`config.mk`:
```
export PLATFORM = sky130hd
export DESIGN_NAME = dbd_seq
export DESIGN_NICKNAME = d
export VERILOG_FILES = /design/src/hw/dbd_unused_placeholder_removed.sv /design/src/hw/dbd_pkg.sv /design/src/hw/dbd_seq.sv
export VERILOG_INCLUDE_DIRS = /design/src /design/src/hw
export SDC_FILE = /design/constraint.sdc
export NUM_CORES = 1
export LEC_CHECK = 0
export BUFFER_PORTS_ARGS = -buffer_cell sky130_fd_sc_hd__clkbuf_2
export CAP_MARGIN = 20
export CORE_MARGIN = 3
export CORE_UTILIZATION = 55
export CTS_CLUSTER_DIAMETER = 80
export CTS_CLUSTER_SIZE = 14
export DETAILED_ROUTE_END_ITERATION = 16
export HOLD_SLACK_MARGIN = 0.12
export MAX_ROUTING_LAYER = met4
export PLACE_DENSITY = 0.72
export RECOVER_POWER = 25
export SYNTH_ARGS = -nofsm -noshare
export SYNTH_HDL_FRONTEND = slang
export SYNTH_SLANG_ARGS = --single-unit
```
`constraint.sdc`:
```
create_clock -name clk -period 4 [get_ports clk]
set_clock_uncertainty 0.2 [all_clocks]
set_input_delay 0.8 -clock clk [delete_from_list [all_inputs] [get_ports clk]]
set_output_delay 0.8 -clock clk [all_outputs]
set_load 0.1 [all_outputs]
```
`src/hw/dbd_consts.svh`:
```
// Constants for the dead-battery probe sequencer.
// Assumes a 200 MHz clock; times are given in microseconds.
`ifndef DBD_CONSTS_SVH
`define DBD_CONSTS_SVH
`define DBD_CLK_MHZ 200
`define DBD_PROBE_INTERVAL_US 50
`define DBD_STREAM_WAIT_US 20
`define DBD_SINK_READY_US 50
`define DBD_DISCHARGE_US 10
`define DBD_SOURCE_OFF_US 20
`define DBD_STREAM_BITS 128
`define DBD_CNT_W 24
`define DBD_BIT_W 8
`endif

```
`src/hw/dbd_unused_placeholder_removed.sv`:
```
`timescale 1ns/1ps

```
`src/hw/dbd_pkg.sv`:
```
// Types for the dead-battery probe sequencer.
// Assumes dbd_consts.svh is included by the design module.
package dbd_pkg;
	typedef enum logic [2:0] {
		ST_WAIT   = 3'b000,
		ST_PROBE  = 3'b001,
		ST_FULL   = 3'b010,
		ST_DISCH  = 3'b011,
		ST_OFF    = 3'b100,
		ST_SOURCE = 3'b101
	} dbd_state_t;
	typedef struct packed {
		logic probe_en;
		logic full_en;
		logic disch_en;
	} dbd_enables_t;
endpackage

```
`src/hw/dbd_seq.sv`:
```
// Dead-battery probe sequencer on the supplying port.
// Assumes synchronous inputs from the VBUS comparators and the receiver.
//
// What this block does
// - Probe VBUS periodically while VBUS is not above safe zero level
// - Detected stream switches VBUS to full supply
// - No stream means never full supply
// - Unanswered probe repeats the cycle
// - Probe current and duration are bounded
// - Other presence detection may gate probing
// - Supplying port always implements this detection
// - First step starts probe interval timer
// - Completion leaves us source, partner sink
// - Need 128 alternating bits for detection
// - On expiry probe, start stream wait timer
// - Timeout: discharge bounded, off interval, restart
// - Sink ready timer expiry discharges and restarts
`timescale 1ns/1ps
`include "dbd_consts.svh"
module dbd_seq
	import dbd_pkg::*;
(
	input wire logic clk, // 200 MHz clock
	input wire logic resetn, // Async reset, active low
	input wire logic vbus_full_i, // VBUS at full supply level
	input wire logic vbus_above_zero_i, // VBUS above safe zero level
	input wire logic stream_bit_i, // Receiver bit stream sample
	input wire logic stream_bit_vld_i, // Pulse: new stream bit
	input wire logic partner_ok_i, // Optional presence detect, tie high
	output logic probe_en_q, // Current-limited probe supply on
	output logic full_en_q, // Full supply on
	output logic disch_en_q, // Discharge path on
	output logic stream_det_q, // Bit stream declared present
	output logic sourcing_q // Acting as source after swap
);
	localparam int unsigned CYC_US = `DBD_CLK_MHZ;
	localparam logic [`DBD_CNT_W-1:0] PROBE_CYC =
		`DBD_CNT_W'(`DBD_PROBE_INTERVAL_US * CYC_US);
	localparam logic [`DBD_CNT_W-1:0] WAIT_CYC =
		`DBD_CNT_W'(`DBD_STREAM_WAIT_US * CYC_US);
	localparam logic [`DBD_CNT_W-1:0] READY_CYC =
		`DBD_CNT_W'(`DBD_SINK_READY_US * CYC_US);
	localparam logic [`DBD_CNT_W-1:0] DISCH_CYC =
		`DBD_CNT_W'(`DBD_DISCHARGE_US * CYC_US);
	localparam logic [`DBD_CNT_W-1:0] OFF_CYC =
		`DBD_CNT_W'(`DBD_SOURCE_OFF_US * CYC_US);
	localparam logic [`DBD_BIT_W-1:0] NEED_BITS =
		`DBD_BIT_W'(`DBD_STREAM_BITS - 1);

	dbd_state_t state_q, state_d;
	logic [`DBD_CNT_W-1:0] tmr_q, tmr_d;
	logic [`DBD_BIT_W-1:0] bits_q, bits_d;
	logic last_bit_q, last_bit_d;
	logic det_d, src_d;
	dbd_enables_t en_d;

	function automatic dbd_enables_t enables(input dbd_state_t s);
		dbd_enables_t e;
		e = '0;
		e.probe_en = (s == ST_PROBE);
		e.full_en = (s == ST_FULL) || (s == ST_SOURCE);
		e.disch_en = (s == ST_DISCH);
		return e;
	endfunction

	// Stream detector: counts consecutive alternating bits
	always_comb begin
		bits_d = bits_q;
		last_bit_d = last_bit_q;
		det_d = stream_det_q;
		if (state_q != ST_PROBE) begin
			bits_d = '0;
			det_d = 1'b0;
		end else if (stream_bit_vld_i) begin
			last_bit_d = stream_bit_i;
			if (bits_q == '0 || stream_bit_i != last_bit_q) begin
				if (bits_q == NEED_BITS) begin
					det_d = 1'b1;
				end else begin
					bits_d = bits_q + 1'b1;
				end
			end else begin
				bits_d = `DBD_BIT_W'(1); // Repeat restarts run
			end
		end
	end

	// Quiet detector for the stream stop in ST_FULL
	logic [`DBD_BIT_W-1:0] idle_q, idle_d;
	logic stream_idle;
	assign stream_idle = (idle_q == NEED_BITS);
	always_comb begin
		idle_d = idle_q;
		if (state_q != ST_FULL || stream_bit_vld_i) begin
			idle_d = '0;
		end else if (!stream_idle) begin
			idle_d = idle_q + 1'b1;
		end
	end

	always_comb begin
		state_d = state_q;
		tmr_d = (tmr_q == '0) ? tmr_q : tmr_q - 1'b1;
		src_d = sourcing_q;
		unique case (state_q)
			ST_WAIT: begin
				// Partner supplying or gated off: hold, restart timer
				if (vbus_full_i || vbus_above_zero_i || !partner_ok_i) begin
					tmr_d = PROBE_CYC;
				end else if (tmr_q == '0) begin
					state_d = ST_PROBE;
					tmr_d = WAIT_CYC;
				end
			end
			ST_PROBE: begin
				if (stream_det_q) begin
					state_d = ST_FULL;
					tmr_d = READY_CYC;
				end else if (tmr_q == '0) begin
					state_d = ST_DISCH;
					tmr_d = DISCH_CYC;
				end
			end
			ST_FULL: begin
				// Partner signals ready by going quiet
				if (!stream_bit_vld_i && tmr_q != '0 && stream_idle) begin
					state_d = ST_SOURCE;
					src_d = 1'b1;
				end else if (tmr_q == '0) begin
					state_d = ST_DISCH;
					tmr_d = DISCH_CYC;
				end
			end
			ST_DISCH: begin
				if (tmr_q == '0) begin
					state_d = ST_OFF;
					tmr_d = OFF_CYC - DISCH_CYC;
				end
			end
			ST_OFF: begin
				if (tmr_q == '0) begin
					state_d = ST_WAIT;
					tmr_d = PROBE_CYC;
				end
			end
			ST_SOURCE: begin
				// Hold as source; PD layer takes over from here
			end
			default: begin
				state_d = ST_WAIT;
				tmr_d = PROBE_CYC;
			end
		endcase
		en_d = enables(state_d);
	end

	always_ff @(posedge clk or negedge resetn) begin
		if (!resetn) begin
			state_q <= ST_WAIT;
			tmr_q <= PROBE_CYC;
			bits_q <= '0;
			last_bit_q <= 1'b0;
			idle_q <= '0;
			stream_det_q <= 1'b0;
			sourcing_q <= 1'b0;
			probe_en_q <= 1'b0;
			full_en_q <= 1'b0;
			disch_en_q <= 1'b0;
		end else begin
			state_q <= state_d;
			tmr_q <= tmr_d;
			bits_q <= bits_d;
			last_bit_q <= last_bit_d;
			idle_q <= idle_d;
			stream_det_q <= det_d;
			sourcing_q <= src_d;
			probe_en_q <= en_d.probe_en;
			full_en_q <= en_d.full_en;
			disch_en_q <= en_d.disch_en;
		end
	end

	a_enables_exclusive: assert property (@(posedge clk) disable iff (!resetn)
		$onehot0({probe_en_q, full_en_q, disch_en_q}))
		else $error("supply enables overlap");
	a_full_needs_stream: assert property (@(posedge clk) disable iff (!resetn)
		$rose(full_en_q) |-> $past(stream_det_q))
		else $error("full supply without stream");
	a_probe_after_wait: assert property (@(posedge clk) disable iff (!resetn)
		$rose(probe_en_q) |-> $past(state_q, 2) == ST_WAIT)
		else $error("probe not after interval");
	a_probe_bounded: assert property (@(posedge clk) disable iff (!resetn)
		state_q == ST_PROBE && tmr_q == '0 && !stream_det_q
		|=> state_q == ST_DISCH)
		else $error("probe not ended on timeout");
	a_disch_to_off: assert property (@(posedge clk) disable iff (!resetn)
		state_q == ST_DISCH && tmr_q == '0 |=> state_q == ST_OFF ##1 !disch_en_q)
		else $error("discharge not stopped");
	a_ready_timeout: assert property (@(posedge clk) disable iff (!resetn)
		state_q == ST_FULL && tmr_q == '0 |=> state_q != ST_FULL)
		else $error("sink ready timeout ignored");
	a_detect_in_probe: assert property (@(posedge clk) disable iff (!resetn)
		stream_det_q |-> $past(state_q) == ST_PROBE)
		else $error("detect outside probe");
	a_wait_held: assert property (@(posedge clk) disable iff (!resetn)
		state_q == ST_WAIT && vbus_above_zero_i |=> state_q == ST_WAIT)
		else $error("probed while vbus present");
endmodule // dbd_seq

```
==> results of run 1 <==
## cells in the final DEF, fill, tap and decap left out, types with 5 or more instances in the layout
master | netlist | final
inv_1 | 8 | 8
nand2_1 | 20 | 20
a211oi_1 | 6 | 6
a21oi_1 | 16 | 16
nand2b_1 | 8 | 8
o21ai_0 | 21 | 21
nor2_1 | 32 | 32
clkbuf_2 | 0 | 10
ha_1 | 6 | 6
or3_1 | 7 | 7
dfstp_2 | 5 | 5
nor3_1 | 15 | 15
clkbuf_8 | 0 | 5
nand3_1 | 13 | 13
o211ai_1 | 5 | 5
xor2_1 | 10 | 10
dfrtp_1 | 44 | 44
## kinds of logic (layout without fill, tap and decap cells)
kind of cell	after synthesis	after routing	share of synthesized area (%)
buffers and inverters	23	30	3.42
AOI/OAI and AO/OA	82	82	19.3
muxes	4	4	1.41
DFF	49	49	42.1
and+or+nand+nor	135	135	27.2
adders and majority gates	6	6	2.57
xor gates and xnor gates	13	13	3.89
## area by class of cell
| cell class | instances | area, um2 | area share (%) |
|---|---|---|---|
| multi-input combinational | 240 | 1590 | 51.0 |
| inverter | 10 | 37.5 | 1.20 |
| clock buffer | 5 | 68.8 | 2.20 |
| tap | 67 | 83.8 | 2.68 |
| timing repair buffer | 12 | 61.3 | 1.96 |
| clock inverter | 3 | 46.3 | 1.48 |
| sequential | 49 | 1230 | 39.5 |
## stage by stage
stage | hold slack [ns] | std cells
after detailed placement | 0.307 | 378
final | 0.321 | 386
after floorplan | 0.282 | 312
after global routing | 0.358 | 386
after global placement | 0.254 | 378
after CTS | 0.333 | 386
## synthesized netlist by cell type (6+ instances only)
master    number  area (um2)
o21ai_0       21         105
xor2_1        10        87.6
nand2_1       20        75.1
nor2_1        32         120
inv_1          8        30.0
a211oi_1       6        45.0
dfrtp_1       44        1100
or3_1          7        43.8
nor3_1        15        75.1
clkbuf_1       8        30.0
a21oi_1       16        80.1
ha_1           6        75.1
nand3_1       13        65.1
nand2b_1       8        50.1
## routing by layer
metal	routed length [um]	part of all wire (%)	GRT usage, %	vias up
li1	-	-	-	1173
met2	3170	48	39.3	71
met5	0	0	-	-
met1	2990	45	35.2	1169
met4	44	0.67	4.81	0
met3	370	5.6	5.44	4
## critical path, delay by kind of cell, from the launching register on
family / cells / cell delay [ns]
AO/OA/AOI/OAI: 1 / 0.43
AND/OR/NAND/NOR: 4 / 1.27
buffers and inverters: 1 / 0.16
flip-flops: 1 / 0.46
## flip-flops by register name, summed over array words and instances (netlist names)
| signal | count |
|---|---|
| stream_det_q | 1 |
| state_q | 3 |
| bits_q | 8 |
| disch_en_q | 1 |
| tmr_q | 24 |
| last_bit_q | 1 |
| idle_q | 8 |
| sourcing_q | 1 |
| probe_en_q | 1 |
| full_en_q | 1 |
## how the worst min path moves through the flow
stage / startpoint / endpoint
2_1_floorplan: idle_q[2] / idle_q[2]
3_3_place_gp: sourcing_q / sourcing_q
3_5_place_dp: sourcing_q / sourcing_q
4_1_cts: sourcing_q / sourcing_q
5_1_grt: sourcing_q / sourcing_q
6_report: sourcing_q / sourcing_q
## report_power, final
group | internal [mW] | switching (mW)
clock network | 0.187 | 0.176
registers | 0.498 | 0.00348
logic | 0.0161 | 0.0379
==> flow_metrics.tcl, run 1 <==
set metrics [dict create \
    r2r_cells 6 \
    slew_violations 32 \
    drtIter0Drc 204 \
    async_reset_ff_share_pct 100 \
    setup-violations-final 0 \
    fillers 448 \
    grt_pass1_vias 2441 \
    syn_avg_cell_area_um2 9.38 \
    yosys_register_bits 49 \
    cts-htree-levels 2 \
    p_leak_nw 1.26 \
    grt_pass1_wl_um 12200 \
    overflow 0 \
    setup_tns_ns 0 \
    routedWlPerCell_um 17.0 \
    finalCritPeriodShare_pct 64.5 \
    dpl-instance-area_um2 3010 \
    drc 0 \
    slew_headroom_pct -12.3 \
    port_buffers 11 \
    antenna_found_initial 0 \
    area_growth_pct 6.76 \
    holdPathStages 1 \
    rsz0062_at_grt "no" \
    yosysUniqueCellTypes 68 \
    cp_max_fo 17 \
    finalInstanceArea_um2 3120 \
    post_cts_buffers 0 \
    worstMarginPinSlew_ns 1.68 \
    coreArea_um2 4940 \
    cts_resized 0 \
    path_cells "nor4_4 > nand3_2 > nor2_4 > inv_2 > a2bb2oi_4 > nand3b_1" \
    hold_viol 0 \
    synth_nets 325 \
    track_usage_pct 25.4 \
    syn_area_um2 2930 \
    crit_path_start_kind "flip-flop" \
    cts_buffers 5 \
    arrival_ns 2.63 \
    fmax_mhz 387 \
    min_period_ns 2.58 \
    ios 12 \
    totalWireLength_um 6580 \
    ctsRootBufferMaster "clkbuf_8" \
    dr_total_vias 2417 \
    cp-startpoint "tmr_q[17]" \
    dp_hpwl_um 4730 \
    synth_edf_count 0 \
    rrSetupSlack_ns 1.42 \
    postCtsHoldBufs 0 \
    crit_path_max_incr_delay_ns 0.46 \
    slowest_stage "dfrtp_1" \
    dieArea_um2 6230 \
    cts.sinks 49 \
    status "complete, but fails checks" \
    worstPathRequired_ns 4.05 \
    cts_tree "built" \
    fin_util_pct 63.2 \
    die_h_um 78.9 \
    postSynthCellCount 312 \
    synthFlopType "dfrtp_1" \
    yosysWarnings 0 \
    num_rows 25 \
    critPathCaptureType "flip-flop" \
    die_x_um 78.9 \
    routabilityCongestion 0.876 \
    setup_ws_ns 1.42 \
    power_density_nw_per_um2 294 \
    hold_path_class "flip-flop to flip-flop" \
    start_util_pct 59.2 \
    ir_drop_mv 0.203 \
    clk_path_buf_depth 2 \
    clk_pin_slew_ns 0.10 \
    antenna_left 0 \
    first_pass_iters 4 \
    fin_total_pwr_mw 0.919 \
    crit_type "flip-flop to flip-flop" \
    r2r-end "tmr_q[10]" \
    place_ws_ns 1.43 \
    cp-endpoint "tmr_q[10]" \
    diodes 0 \
    seq_area_frac_synth_pct 42.1 \
    clock_latency_ns 0.31 \
    violations "max-capacitance violations, max-slew violations" \
    fin_nets 331 \
    routed_via_density 6.26 \
    r2r-start "tmr_q[17]" \
    drive_gt1_share_pct 13.5 \
    grt_max_degree 32 \
    drv_cap 1 \
]
Power figures use the tool's default switching activity.
==> inputs of run 2 (changes only) <==
- ABC_AREA: unset -> 1
- PLACE_DENSITY: 0.72 -> 0.75
- clock period: 4 -> 2.3 ns (I/O delays scaled with it)
==> run 2 against run 1 <==
  * The run now ends clean
  * Final area rose by 6.5%
  * Sequential share of layout area fell by 2.4 points
  * Routed wire length rose by 1.0%
  * Non-clock buffer count rose by 4
  * Register-to-register slack got worse by 1.2 ns
  * Global-route usage fell by 1.9 points
  * Critical path type unchanged
  * Clock power rose by 44%
  * Maximum frequency rose by 24%
==> flow_metrics.tcl, run 2 <==
set metrics [dict create \
    status "complete, no violations" \
    routabilityCongestion 0.966 \
    r2r-start "tmr_q[21]" \
    routed_via_density 5.26 \
    clk_pin_slew_ns 0.09 \
    grt_use_met1_pct 30.7 \
    setup_tns_ns 0 \
    rsz0062_at_grt "no" \
    cts_tree "built" \
    synth_edf_count 0 \
    layout_commonest_cell "nand2_1" \
    yosys_register_bits 49 \
    die_x_um 80.6 \
    totalWireLength_um 6640 \
    arrival_ns 2.08 \
    slowest_stage "dfrtp_1" \
    crit_path_max_incr_delay_ns 0.42 \
    cts.sinks 49 \
    synthTopCellsByCount "nand2_1, nor2_1, dfrtp_1" \
    ctsRootBufferMaster "clkbuf_8" \
    min_period_ns 2.09 \
    drv_cap 0 \
    setup-violations-final 0 \
    synth_top_area_share_pct 35.9 \
    port_buffers 11 \
    hold_end "last_bit_q" \
    synth_area_leader_cell "dfrtp_1" \
    clk_path_buf_depth 2 \
    yosysWarnings 0 \
    hold_viol 0 \
    track_usage_pct 23.6 \
    overflow 0 \
    finalInstanceArea_um2 3330 \
    synth.most_common_cell "nand2_1" \
    seq_area_frac_synth_pct 40.2 \
    cts_buffers 5 \
    fin_nets 437 \
    reg_top3 "tmr_q x24, bits_q x8, idle_q x8" \
    dieArea_um2 6500 \
    antenna_left 0 \
    synth_nets 415 \
    power_density_nw_per_um2 450 \
    num_rows 26 \
    drc 0 \
    drive_gt1_share_pct 18.8 \
    ios 12 \
    die_h_um 80.6 \
    min_from "stream_bit_i" \
    max_flop_register "tmr_q" \
    async_reset_ff_share_pct 100 \
    first_pass_iters 4 \
    fillers 477 \
    mostFrequentLayoutCells "nand2_1, nor2_1, dfrtp_1" \
    routedWlPerCell_um 13.4 \
    crit_path_start_kind "flip-flop" \
    path_cells "nor2_1 > nand2_1 > nor2_2 > nand3_4 > o21ai_2 > buf_4 > nor3_2" \
    r2r_cells 7 \
    holdPathStages 3 \
    diodes 0 \
    r2r-end "tmr_q[19]" \
    hold_path_class "primary input to flip-flop" \
    cts_resized 0 \
    dr_total_vias 2603 \
    cp_max_fo 8 \
    rrSetupSlack_ns 0.21 \
    syn_area_um2 3060 \
    ir_drop_mv 0.372 \
    grt_pass1_wl_um 11600 \
    slew_headroom_pct 20.3 \
    slew_violations 0 \
    p_leak_nw 1.64 \
    postCtsHoldBufs 1 \
    syn_avg_cell_area_um2 7.62 \
    dpl-instance-area_um2 3230 \
    worstMarginPinSlew_ns 1.19 \
    crit_type "flip-flop to flip-flop" \
    coreArea_um2 5240 \
    use_met3_pct 3.48 \
    yosysUniqueCellTypes 36 \
    dp_hpwl_um 5060 \
    postSynthCellCount 402 \
    area_growth_pct 8.57 \
    grt_pass1_vias 2535 \
    finalCritPeriodShare_pct 90.8 \
    post_cts_buffers 0 \
    cts-htree-levels 2 \
    fmax_mhz 479 \
    worstPathRequired_ns 2.29 \
    grt_busiest_layer "met2" \
    drtIter0Drc 201 \
    critPathCaptureType "flip-flop" \
    use_met2_pct 37.8 \
    grt_max_degree 50 \
    antenna_found_initial 0 \
    synthFlopType "dfrtp_1" \
    largest_reg_flops 24 \
    clock_latency_ns 0.31 \
    yosys-top-cells-area "dfrtp_1, nand2_1, nor2_1" \
    start_util_pct 58.5 \
]
==> run 2: changes by cell type in the layout (fill, tap and decap cells not counted), moves of 11 or more <==
cell	previous run	this run
nand2_1	20	87
inv_1	8	40
nor2_1	32	63
nand3_1	13	24
nor2_2	1	12
==> run 2: worst max-delay path by stage <==
stage | to | startpoint | depth (start not counted)
2_1_floorplan | tmr_q[5] | stream_det_q | 8
3_3_place_gp | tmr_q[16] | tmr_q[21] | 7
3_5_place_dp | tmr_q[19] | tmr_q[21] | 7
4_1_cts | tmr_q[19] | tmr_q[0] | 8
5_1_grt | tmr_q[16] | tmr_q[0] | 8
6_report | tmr_q[19] | tmr_q[21] | 7
==> run 2: logic make-up after synthesis <==
logic type | synth area share (%)
AOI/OAI and AO/OA | 8.29
xor gates and xnor gates | 5.14
adders and majority gates | 2.45
buffers and inverters | 6.49
DFF | 40.2
and+or+nand+nor | 37.4
==> run 2: critical path, delay by kind of cell, from the launching register on <==
family / cells / cell delay, ns
AOI/OAI and AO/OA: 1 / 0.35
and+or+nand+nor: 5 / 0.77
buffers and inverters: 1 / 0.23
DFF: 1 / 0.42
==> run 2: where the power goes <==
group,leakage (nW),internal [mW],switching [mW]
clock,0.0445,0.244,0.279
sequential,0.660,0.867,0.00551
combinational,0.939,0.0315,0.0707
total,1.64,1.14,0.355
==> run 2: through the flow <==
stage / worst slack (ns) / std cells / util (%) / power, mW / hold slack (ns)
after detailed placement: 0.242 / 486 / 61.6 / 0.991 / 0.272
final: 0.212 / 495 / 63.5 / 1.50 / 0.192
after CTS: 0.217 / 495 / 63.6 / 1.51 / 0.181
after floorplan: 0.369 / 402 / - / 0.953 / -0.0356
after global routing: 0.0449 / 495 / 63.5 / 1.56 / 0.178
after global placement: 0.283 / 486 / 61.6 / 0.989 / 0.249
==> run 2: layout make-up <==
type | instances | area [um2] | area share (%)
clock buffers | 7 | 86.3 | 2.59
clock inverters | 1 | 7.51 | 0.226
inverters | 50 | 188 | 5.64
multi-input cells | 302 | 1630 | 49.1
flip-flops and latches | 49 | 1230 | 37.0
well taps | 70 | 87.6 | 2.63
repair buffers | 16 | 92.6 | 2.78
==> run 2: metal layers <==
layer	vias up	share of wire [%]
met3	14	3.1
met5	-	0
met2	46	46
met4	0	2.0
li1	1346	-
met1	1197	49
==> inputs of run 3 (changes only) <==
- PLACE_DENSITY: 0.75 -> 0.85
==> run 3 against run 2 <==
  * Power shrank 0.66%
  * Final area shrank 0.15%
  * Sequential share of layout area grew 0.056 points
  * Clock-buffer cell count shrank 1
  * Register-to-register slack gained 0.08 ns
  * Setup slack gained 0.084 ns
  * First-iteration DRC count grew 26%
  * Largest cell class unchanged
==> flow_metrics.tcl, run 3 (synthesized netlist as in run 2, its figures left out) <==
set metrics [dict create \
    status "complete, no violations" \
    drive_gt1_share_pct 18.8 \
    antenna_found_initial 0 \
    clock_latency_ns 0.31 \
    die_x_um 80.6 \
    coreArea_um2 5240 \
    r2r_cells 10 \
    first_pass_iters 5 \
    max_flop_register "tmr_q" \
    hold_end "last_bit_q" \
    ctsRootBufferMaster "clkbuf_8" \
    largest_reg_flops 24 \
    slew_violations 0 \
    hold_path_class "primary input to flip-flop" \
    grt_pass1_wl_um 12100 \
    cts.sinks 49 \
    antenna_left 0 \
    placed_cells 486 \
    dp_hpwl_um 5130 \
    start_util_pct 58.5 \
    routedWlPerCell_um 13.9 \
    cts-htree-levels 2 \
    cp_max_fo 9 \
    slowest_stage "dfrtp_1" \
    arrival_ns 2.00 \
    p_leak_nw 1.64 \
    dieArea_um2 6500 \
    setup-violations-final 0 \
    critPathMostFrequentCell "nand2_1" \
    multi_input_area_um2 1630 \
    ir_drop_mv 0.386 \
    rsz0062_at_grt "no" \
    dr_total_vias 2747 \
    grt_pass1_vias 2706 \
    port_buffers 11 \
    cts_resized 0 \
    min_from "stream_bit_i" \
    cts_buffers 5 \
    crit_path_start_kind "flip-flop" \
    critPathCaptureType "flip-flop" \
    setup_tns_ns 0 \
    drtIter0Drc 254 \
    mostFrequentLayoutCells "nand2_1, nor2_1, dfrtp_1" \
    hold_viol 0 \
    slew_headroom_pct 20.1 \
    reg_top3 "tmr_q x24, bits_q x8, idle_q x8" \
    postCtsHoldBufs 1 \
    drv_cap 0 \
    fmax_mhz 499 \
    area_growth_pct 8.41 \
    clk_path_buf_depth 2 \
    fillers 441 \
    crit_type "flip-flop to flip-flop" \
    ios 12 \
    routabilityCongestion 1.03 \
    power_density_nw_per_um2 448 \
    track_usage_pct 24.3 \
    min_period_ns 2.00 \
    grt_max_degree 50 \
    totalWireLength_um 6860 \
    drc 0 \
    routed_via_density 5.55 \
    finalCritPeriodShare_pct 87.1 \
    rrSetupSlack_ns 0.30 \
    r2r-end "tmr_q[23]" \
    crit_path_max_incr_delay_ns 0.42 \
    post_cts_buffers 0 \
    path_cells "nor2_1 > nand2_1 > nor2_1 > nand3_4 > nand2_2 > nor2_2 > nand2_1 > nand2_1 > nand2_1 > nor2_1" \
    fin_nets 437 \
    holdPathStages 3 \
    r2r-start "tmr_q[17]" \
    regArea_um2 1230 \
    layout_commonest_cell "nand2_1" \
    worstMarginPinSlew_ns 1.20 \
    cts_tree "built" \
    num_rows 26 \
    die_h_um 80.6 \
    overflow 0 \
    worstPathRequired_ns 2.29 \
    diodes 0 \
    clk_pin_slew_ns 0.09 \
    fin_cells 495 \
]
run 3: layer usage:
metal | track usage [%] | wire [um]
met5 | - | 0
met1 | 31.3 | 3110
met3 | 4.60 | 404
met4 | 6.25 | 99
met2 | 39.6 | 3240
run 3: worst max-delay path: cells and delay by family (launching register included):
| kind | cells | cell delay, ns |
|---|---|---|
| and+or+nand+nor | 10 | 1.27 |
| DFF | 1 | 0.42 |
run 3: worst max-delay path by stage:
stage	start	end	slack [ns]	depth (start not counted)
floorplan	stream_det_q	tmr_q[5]	0.37	8
global placement	tmr_q[0]	state_q[2]	0.43	9
detailed placement	tmr_q[0]	state_q[2]	0.36	9
CTS	tmr_q[0]	state_q[2]	0.35	9
global route	resetn	tmr_q[3]	0.11	3
finish	tmr_q[17]	tmr_q[23]	0.30	10
run 3: area by class of cell:
type | instances | area share (%)
Multi-Input combinational cell | 302 | 49.2
Sequential cell | 49 | 37.1
Inverter | 50 | 5.65
Timing Repair Buffer | 16 | 2.79
Tap cell | 70 | 2.64
Clock buffer | 6 | 2.18
Clock inverter | 2 | 0.490
run 3: where the power goes:
group | internal, mW | total, mW | switching, mW | leakage, nW
Sequential | 0.867 | 0.873 | 0.00571 | 0.660
Combinational | 0.0324 | 0.105 | 0.0729 | 0.938
Clock | 0.217 | 0.510 | 0.294 | 0.0414
Total | 1.12 | 1.49 | 0.372 | 1.64
run 3: per-stage QoR:
step	worst slack, ns	utilization (%)	total power [mW]	instance area [um2]	hold slack, ns
2_1_floorplan	0.369	-	0.953	3060	-0.0356
3_3_place_gp	0.427	61.6	0.991	3230	0.247
3_5_place_dp	0.361	61.6	0.993	3230	0.252
4_1_cts	0.345	63.5	1.50	3320	0.186
5_1_grt	0.106	63.4	1.55	3320	0.197
6_report	0.296	63.4	1.49	3320	0.188
